==> config.mk <==
export PLATFORM = sky130hd
export DESIGN_NAME = swd_supervisor
export DESIGN_NICKNAME = d
export VERILOG_FILES = /design/src/rtl/swd_pkg.sv /design/src/rtl/swd_supervisor.sv /design/src/rtl/swd_debounce.sv
export SDC_FILE = /design/constraint.sdc
export NUM_CORES = 1
export LEC_CHECK = 0
export BUFFER_PORTS_ARGS = -buffer_cell sky130_fd_sc_hd__buf_2
export CAP_MARGIN = 30
export CORE_ASPECT_RATIO = 0.75
export CORE_UTILIZATION = 62
export DETAILED_ROUTE_END_ITERATION = 12
export PLACE_DENSITY_LB_ADDON = 0.08
export SLEW_MARGIN = 20
export SYNTH_ARGS = -nofsm -noshare
export SYNTH_HDL_FRONTEND = slang
export SYNTH_HIERARCHICAL = 1
export SYNTH_SLANG_ARGS = --single-unit
export TNS_END_PERCENT = 50
==> constraint.sdc <==
create_clock -name i_clock -period 4.5 [get_ports i_clock]
set_clock_uncertainty 0.15 [all_clocks]
set_input_delay 0.225 -clock i_clock [delete_from_list [all_inputs] [get_ports i_clock]]
set_output_delay 0.225 -clock i_clock [all_outputs]
set_load 0.02 [all_outputs]
==> src/rtl/swd_pkg.sv <==
// package: timing constants and state codes for the supply supervisor watchdog
package swd_pkg;

   // ------------------------------------------------------------
   // clock and timing
   // ------------------------------------------------------------
   localparam int unsigned CLOCK_PERIOD_NS = 4;
   localparam int unsigned RESET_HOLD_MS = 500;
   localparam int unsigned WDOG_TIMEOUT_MS = 700;
   localparam int unsigned STROBE_MIN_NS = 500;
   localparam int unsigned DEBOUNCE_US = 10;
   localparam int unsigned NS_PER_MS = 1000000;
   localparam int unsigned NS_PER_US = 1000;

   // hold and debounce times round up, the strobe width and the time-out are not rounded
   localparam int unsigned RESET_HOLD_CYCLES = (RESET_HOLD_MS * NS_PER_MS + CLOCK_PERIOD_NS - 1) / CLOCK_PERIOD_NS;
   localparam int unsigned WDOG_TIMEOUT_CYCLES = (WDOG_TIMEOUT_MS * NS_PER_MS) / CLOCK_PERIOD_NS;
   localparam int unsigned DEBOUNCE_CYCLES = (DEBOUNCE_US * NS_PER_US + CLOCK_PERIOD_NS - 1) / CLOCK_PERIOD_NS;
   localparam int unsigned STROBE_MIN_CYCLES = STROBE_MIN_NS / CLOCK_PERIOD_NS;

   localparam int CNT_W = 28;
   localparam logic [CNT_W-1:0] CNT_ZERO = 28'h000_0000;

   // ------------------------------------------------------------
   // states
   // ------------------------------------------------------------
   typedef enum logic [1:0]
   {
      SWD_ST_HOLD = 2'b00,
      SWD_ST_RUN = 2'b01
   } swd_state_t;

endpackage

==> src/rtl/swd_supervisor.sv <==
// module: supply supervisor with watchdog and override reset on one open-drain pin
//
// Notes on behaviour
// - the pin is pulled low at once while the supply is not good, including power-up and power-down.
// - after the supply returns the pin stays low at least 500 ms before release.
// - the pin is open drain: only pulled low or released, never driven high.
// - each strobe-low level seen on the pin restarts the watchdog time-out.
// - with no strobe inside the 700 ms time-out a reset pulse of at least 500 ms is issued.
// - while strobes stay absent a new reset pulse follows every time-out period.
// - a full low on the pin from outside is a reset request passed through a debounce filter.
// - an accepted override request gives a reset of at least 500 ms on the pin.
module swd_supervisor
   import swd_pkg::*;
#(
   parameter int unsigned HOLD_CYCLES = RESET_HOLD_CYCLES,
   parameter int unsigned TIMEOUT_CYCLES = WDOG_TIMEOUT_CYCLES,
   parameter int unsigned FILTER_CYCLES = DEBOUNCE_CYCLES
)
(
   // clock and reset
   input wire logic i_clock,
   input wire logic i_nrst,
   // supply comparator, high while supply is within tolerance
   input wire logic i_power_good,
   // reset_strobe_pin level detectors
   input wire logic i_pin_full_low,
   input wire logic i_strobe_low_level,
   // reset_strobe_pin open-drain driver
   output logic o_reset_strobe_pin_out,
   output logic o_reset_strobe_pin_oe,
   // status
   output logic o_reset_active
);

   // ------------------------------------------------------------
   // counter helpers
   // ------------------------------------------------------------
   // one increment shared by the hold and watchdog counters
   function automatic logic [CNT_W-1:0] cnt_step(input logic [CNT_W-1:0] value);
      return value + 28'h000_0001;
   endfunction

   // true on the last cycle of a span of the given length
   function automatic logic cnt_last(input logic [CNT_W-1:0] value, input int unsigned span);
      return value >= CNT_W'(span - 1);
   endfunction

   // ------------------------------------------------------------
   // input synchronisers
   // ------------------------------------------------------------
   logic pg_s1_reg;
   logic pg_s2_reg;
   logic low_s1_reg;
   logic low_s2_reg;
   logic stb_s1_reg;
   logic stb_s2_reg;

   always_ff @(posedge i_clock)
   begin
      if (!i_nrst)
      begin
         pg_s1_reg <= 1'b0;
         pg_s2_reg <= 1'b0;
         low_s1_reg <= 1'b0;
         low_s2_reg <= 1'b0;
         stb_s1_reg <= 1'b0;
         stb_s2_reg <= 1'b0;
      end
      else
      begin
         pg_s1_reg <= i_power_good;
         pg_s2_reg <= pg_s1_reg;
         low_s1_reg <= i_pin_full_low;
         low_s2_reg <= low_s1_reg;
         stb_s1_reg <= i_strobe_low_level;
         stb_s2_reg <= stb_s1_reg;
      end
   end

   // ------------------------------------------------------------
   // own drive tracking
   // ------------------------------------------------------------
   // the level detector sees our own pull two flops late; the drive is delayed
   // alike, plus one flop for pin rise time, so our pulse never re-arms itself
   logic drive_d1_reg;
   logic drive_d2_reg;
   logic drive_d3_reg;
   logic own_pull;
   logic ext_low;

   always_ff @(posedge i_clock)
   begin
      if (!i_nrst)
      begin
         drive_d1_reg <= 1'b1;
         drive_d2_reg <= 1'b1;
         drive_d3_reg <= 1'b1;
      end
      else
      begin
         drive_d1_reg <= o_reset_active;
         drive_d2_reg <= drive_d1_reg;
         drive_d3_reg <= drive_d2_reg;
      end
   end

   assign own_pull = drive_d2_reg || drive_d3_reg;
   // a full low that we did not cause is an outside reset request
   assign ext_low = low_s2_reg && !own_pull;

   // ------------------------------------------------------------
   // override request filter
   // ------------------------------------------------------------
   logic override_low;
   logic pushbutton_override;

   swd_debounce #(
      .COUNT(FILTER_CYCLES)
   ) u_debounce (
      .i_clock(i_clock),
      .i_nrst(i_nrst),
      .i_level(ext_low),
      .o_level(override_low)
   );

   // our own drive also pulls the pin fully low, so only count it while released
   assign pushbutton_override = override_low && !o_reset_active;

   // ------------------------------------------------------------
   // reset hold and watchdog
   // ------------------------------------------------------------
   swd_state_t state_reg;
   swd_state_t state_next;
   logic [CNT_W-1:0] hold_reg;
   logic [CNT_W-1:0] hold_next;
   logic [CNT_W-1:0] wdog_reg;
   logic [CNT_W-1:0] wdog_next;
   logic stb_seen_reg;
   logic strobe_edge;
   logic supply_bad;
   logic hold_done;
   logic wdog_expired;
   logic leave_run;

   assign supply_bad = !pg_s2_reg;
   // a strobe counts once on its falling edge; a level held low still ends in one restart
   assign strobe_edge = stb_s2_reg && !stb_seen_reg;
   // a hold ends only after a full span of good supply
   assign hold_done = cnt_last(hold_reg, HOLD_CYCLES);
   assign wdog_expired = cnt_last(wdog_reg, TIMEOUT_CYCLES);
   // any of the three causes ends the run at once
   assign leave_run = supply_bad || pushbutton_override || wdog_expired;

   always_comb
   begin
      state_next = state_reg;
      hold_next = hold_reg;
      wdog_next = wdog_reg;
      unique case (state_reg)
         SWD_ST_HOLD:
         begin
            wdog_next = CNT_ZERO;
            if (supply_bad)
               hold_next = CNT_ZERO;
            else if (hold_done)
               state_next = SWD_ST_RUN;
            else
               hold_next = cnt_step(hold_reg);
         end
         SWD_ST_RUN:
         begin
            hold_next = CNT_ZERO;
            if (leave_run)
            begin
               state_next = SWD_ST_HOLD;
               wdog_next = CNT_ZERO;
            end
            else if (strobe_edge)
               wdog_next = CNT_ZERO;
            else
               wdog_next = cnt_step(wdog_reg);
         end
         default:
         begin
            // an unused code falls back to holding reset
            state_next = SWD_ST_HOLD;
            hold_next = CNT_ZERO;
            wdog_next = CNT_ZERO;
         end
      endcase
   end

   always_ff @(posedge i_clock)
   begin
      if (!i_nrst)
      begin
         state_reg <= SWD_ST_HOLD;
         hold_reg <= CNT_ZERO;
         wdog_reg <= CNT_ZERO;
         stb_seen_reg <= 1'b0;
      end
      else
      begin
         state_reg <= state_next;
         hold_reg <= hold_next;
         wdog_reg <= wdog_next;
         stb_seen_reg <= stb_s2_reg;
      end
   end

   // ------------------------------------------------------------
   // pin drive
   // ------------------------------------------------------------
   // the raw supply input bypasses the synchroniser so the pull-down is immediate
   assign o_reset_active = (state_reg == SWD_ST_HOLD) || !i_power_good;
   assign o_reset_strobe_pin_oe = o_reset_active;
   assign o_reset_strobe_pin_out = 1'b0;

endmodule

==> src/rtl/swd_debounce.sv <==
// module: stable-level debounce filter for the override request
module swd_debounce
   import swd_pkg::*;
#(
   parameter int unsigned COUNT = DEBOUNCE_CYCLES
)
(
   // clock and reset
   input wire logic i_clock,
   input wire logic i_nrst,
   // raw synchronised level and filtered result
   input wire logic i_level,
   output logic o_level
);

   logic [CNT_W-1:0] cnt_reg;
   logic [CNT_W-1:0] cnt_next;
   logic level_reg;
   logic differs;
   logic settled;

   assign differs = i_level != level_reg;
   assign settled = cnt_reg >= CNT_W'(COUNT - 1);
   assign cnt_next = differs ? cnt_reg + 28'h000_0001 : CNT_ZERO;
   assign o_level = level_reg;

   always_ff @(posedge i_clock)
   begin
      if (!i_nrst)
      begin
         cnt_reg <= CNT_ZERO;
         level_reg <= 1'b0;
      end
      else
      begin
         cnt_reg <= (differs && !settled) ? cnt_next : CNT_ZERO;
         if (differs && settled)
            level_reg <= i_level;
      end
   end

endmodule

# Yosys cells after proc, flatten, opt, wreduce, memory -nomap -nowiden
# Index checks and enable logic that the tools add are counted.
# W data, S select, Z words.
# totals
wordCells	52
regBits	97
# classes
muxes	4
reduce_logical	20
order_cmp	3
n_eq_ne	5
n_bitwise	2
addsub	3
# op_table
cell	n
$add A28 B1 Y28 const B	3
$ge A28 B12 Y1 const B	1
$ge A28 B27 Y1 const B	1
$ge A28 B28 Y1 const B	1
$reduce_and A3 Y1	3
$logic_not A1 Y1	6
$mux W2	3
$ne A2 B2 Y1 const B	3
$logic_and A1 B1 Y1	5
$logic_or A1 B1 Y1	4
$pmux W2 S2	1
$reduce_or A4 Y1	1
$eq A2 B1 Y1 const B	1
$logic_not A2 Y1	1
$not A1 Y1	2
$ne A1 B1 Y1	1

# Logic depth before layout (Yosys ltp)
# logic_depth
ltp_word	8
depth_mapped	9
mapped_depth_nobuf	6

# Hierarchy
# The synthesis kept the hierarchy.
# by_module_without_submodules
mod	seq_area_each_um2	cells_per_inst	instances	area_each_um2
swd_supervisor	1341.3	355	1	3032.9
swd_debounce	580.6	86	1	939.7

# Least setup slack after synthesis
# Ideal clock, no wire load.
# synth_path
kind	reg-to-reg
from	reg hold_reg[0]
to	reg hold_reg[0]
required_time_ns	4.222
arrival_time_ns	1.931
n_path_buf	3
setup_time_ns	0.128
path_stages_with_launch	10
slack_ns	2.291
cell_sequence	dfxtp_1 > ha_1 > clkbuf_1 > inv_1 > o211a_1 > o32ai_2 > buf_2 > buf_2 > xor2_1 > nor2_1
# synth_via
elab_chain_cells	1
word_cells_on_any_way	2
classes_between	add/sub: 1; order compare: 1
# synth_lines
item	line_no	source
start: declaration	swd_supervisor.sv:134	logic [CNT_W-1:0] hold_reg;
start signal: assignment	swd_supervisor.sv:205	hold_reg <= hold_next;
$add A28 B1 Y28 or $ge A28 B27 Y1 (tied branches)	swd_supervisor.sv:40, swd_supervisor.sv:45	
# Parallel ways exist; a longest one is shown, timed or not.
# A chain may end at the register's enable or synchronous reset.

# Final worst setup path
# layout_path
from	reg hold_reg[0]
to	reg hold_reg[13]
# Same word-level chain as after synthesis.

==> results.json <==
{
  "outcome": "complete, no violations",
  "wl_per_cell_um": 13.9,
  "relSlewSlack_pct": 49.1,
  "synth_cell_type_count": 46,
  "finalMaxSlewViolations": 0,
  "crit_fanout": 27,
  "critPathKind": "reg2reg",
  "ys_ff_latch": 96,
  "synth_cells": 441,
  "fin_tns_setup_ps": 0,
  "netlist_area_mm2": 0.00397,
  "rsz0062_at_grt": "no",
  "cts-htree-levels": 3,
  "grt_pass1_vias": 2849,
  "worstMarginPinSlew_ps": 764,
  "synth.largest_area_cell": "dfxtp_1",
  "insertedDiodeCount": 0,
  "cts_tree": "built",
  "die_h_um": 71.3,
  "gp_congestion": 0.797,
  "vias_per_cell": 5.77,
  "met3_usage_pct": 6.69,
  "nets": 469,
  "combPwrFrac_pct": 1.1,
  "die_w_um": 94.4,
  "first_iter_violations": 169,
  "busiest_layer": "met2",
  "path_clk_slew_ps": 90,
  "total_leakage_power_nw": 1.37,
  "seqPwrFrac_pct": 59.6,
  "max_freq_mhz": 374,
  "antenna_left": 0,
  "pwr-share-clk_pct": 39.3,
  "core_mm2": 0.00601,
  "io_buffers": 6,
  "grt_use_total_pct": 24.6,
  "dr.pass1.iters": 4,
  "final_cell_mix": "96 x dfxtp_1, 51 x nor2_1, 32 x nand3_1",
  "grt_pass1_wl_um": 13000,
  "cts.sink_count": 96,
  "endpoint_kind": "flip-flop",
  "ys.flop_type": "dfxtp_1",
  "gr-total-overflow": 0,
  "num_rows": 24,
  "vias": 3132,
  "vdd_ir_drop_max_mv": 0.202,
  "cts_root_buf": "clkbuf_8",
  "synth_top_area_share_pct": 48.4,
  "pwr_density_cell_mw_per_mm2": 332,
  "maxCapViolCount": 0,
  "switching_share_pct": 20.4,
  "clock_path_buffers": 2,
  "ys_seq_area_share_pct": 48.4,
  "grt_use_met1_pct": 33.6,
  "initial_core_util_pct": 66.1,
  "cellInternalPower_w": 0.00115,
  "setup-violations-final": 0,
  "switching_power_w": 0.000296,
  "drc_errors": 0,
  "yosys-top-cells-area": "dfxtp_1 48%, xor2_1 6.0%, nor2_1 4.8%, nand3_1 4.0%, a21oi_1 3.0%",
  "synth_edf_count": 0,
  "final_common_cell": "dfxtp_1",
  "fin_hold_ws_ps": 289,
  "hold_viol": 0,
  "area_growth_pct": 9.57,
  "crit_path_start_kind": "flip-flop",
  "fill_cells": 486,
  "finalCritPeriodShare_pct": 59.5,
  "antenna_found_initial": 0,
  "critPathArrivalTime_ps": 2790,
  "async_reset_ff_share_pct": 0,
  "hpwl_um": 5180,
  "worstHoldPathType": "reg2reg",
  "layout-drive-gt1-share_pct": 6.88,
  "wirelength_um": 7560,
  "cts_setup_buffers": 0,
  "numCtsBuffers": 9,
  "grt_max_degree": 29,
  "syn_area_per_cell_um2": 9.01,
  "die-area_mm2": 0.00673,
  "finalCriticalPeriod_ps": 2680,
  "yosysWarningCount": 6,
  "crit_required_ps": 4610,
  "io_pins": 8,
  "insertion_delay_ps": 360,
  "grt_use_met2_pct": 39.0
}
layer usage:
metal	part of all wire, %	wire length, um
met5	0	0
met4	1.0	79
met3	4.3	324
met2	45	3420
met1	49	3740
repair_timing:
action | 4_1_cts | 5_1_grt
gates resized for setup | 0 | 0
hold buffers | 4 | 0
endpoints found under the hold margin | 5 | 0
path summary, 6_finish.rpt:
check	start	slack (ps)	cells past startpoint	endpoint
worst max-delay path	hold_reg[0]	1820	7	hold_reg[13]
worst min-delay path	low_s1_reg	290	1	low_s2_reg
worst min register to register	low_s1_reg	290	1	low_s2_reg
worst max register to register	hold_reg[0]	1820	7	hold_reg[13]
synth_stat cells, types with 2 or more instances:
cell,n
o21a_1,3
conb_1,2
and4_1,5
nor3_1,8
inv_1,7
a41oi_1,2
ha_1,3
or4_1,14
nand3_1,32
nor4bb_1,2
clkbuf_1,9
o21ai_0,14
nand2_1,30
and3_1,9
or4_4,2
buf_2,6
nand2b_1,3
xnor2_1,10
or2_2,2
o31ai_1,13
xor2_1,27
nor4_1,8
o31a_1,2
nand4_1,16
a21oi_1,24
a211oi_1,2
and2_1,11
nor2_1,51
buf_4,2
dfxtp_1,96
or3_1,11
metrics by stage:
| stage | instances | instance area, um2 | util (%) | power [W] | worst slack (ps) |
|---|---|---|---|---|---|
| after floorplan | 456 | 4030 | - | 0.000890 | 2290 |
| after global placement | 522 | 4090 | 68.0 | 0.000894 | 1970 |
| after detailed placement | 524 | 4110 | 68.4 | 0.000895 | 1840 |
| after CTS | 543 | 4350 | 72.5 | 0.00146 | 1810 |
| after global routing | 543 | 4350 | 72.5 | 0.00150 | 1580 |
| final | 543 | 4350 | 72.5 | 0.00145 | 1820 |
worst max-delay path: stages (launching register included):
cell,delay [ps]
dfxtp_1,390
ha_1,360
inv_1,110
o211a_1,280
o32ai_4,650
buf_4,390
nor4_1,90
o21a_1,170
cell families after synthesis:
family / synth area share, %
other cells: 0.189
buf+inv: 3.05
flops: 48.4
simple gates: 27.5
compound gates: 11.8
fa+ha+maj: 0.945
xor+xnor: 8.16
power groups by stage:
stage,Clock (W),Combinational (W),Sequential (W)
3_3_place_gp,0,0.0000114,0.000882
3_5_place_dp,0,0.0000120,0.000883
6_report,0.000568,0.0000152,0.000862
2_1_floorplan,0,0.00000843,0.000882
5_1_grt,0.000616,0.0000174,0.000864
4_1_cts,0.000579,0.0000147,0.000863
area by class of cell:
type / instances / area [um2] / area share, %
Inverter: 7 / 26.3 / 0.604
Sequential cell: 96 / 1920 / 44.2
Clock inverter: 4 / 53.8 / 1.24
Multi-Input combinational cell: 334 / 2010 / 46.3
Clock buffer: 11 / 151 / 3.48
Tap cell: 78 / 97.6 / 2.24
Timing Repair Buffer: 13 / 87.6 / 2.01
(Power assumes the default switching activity.)
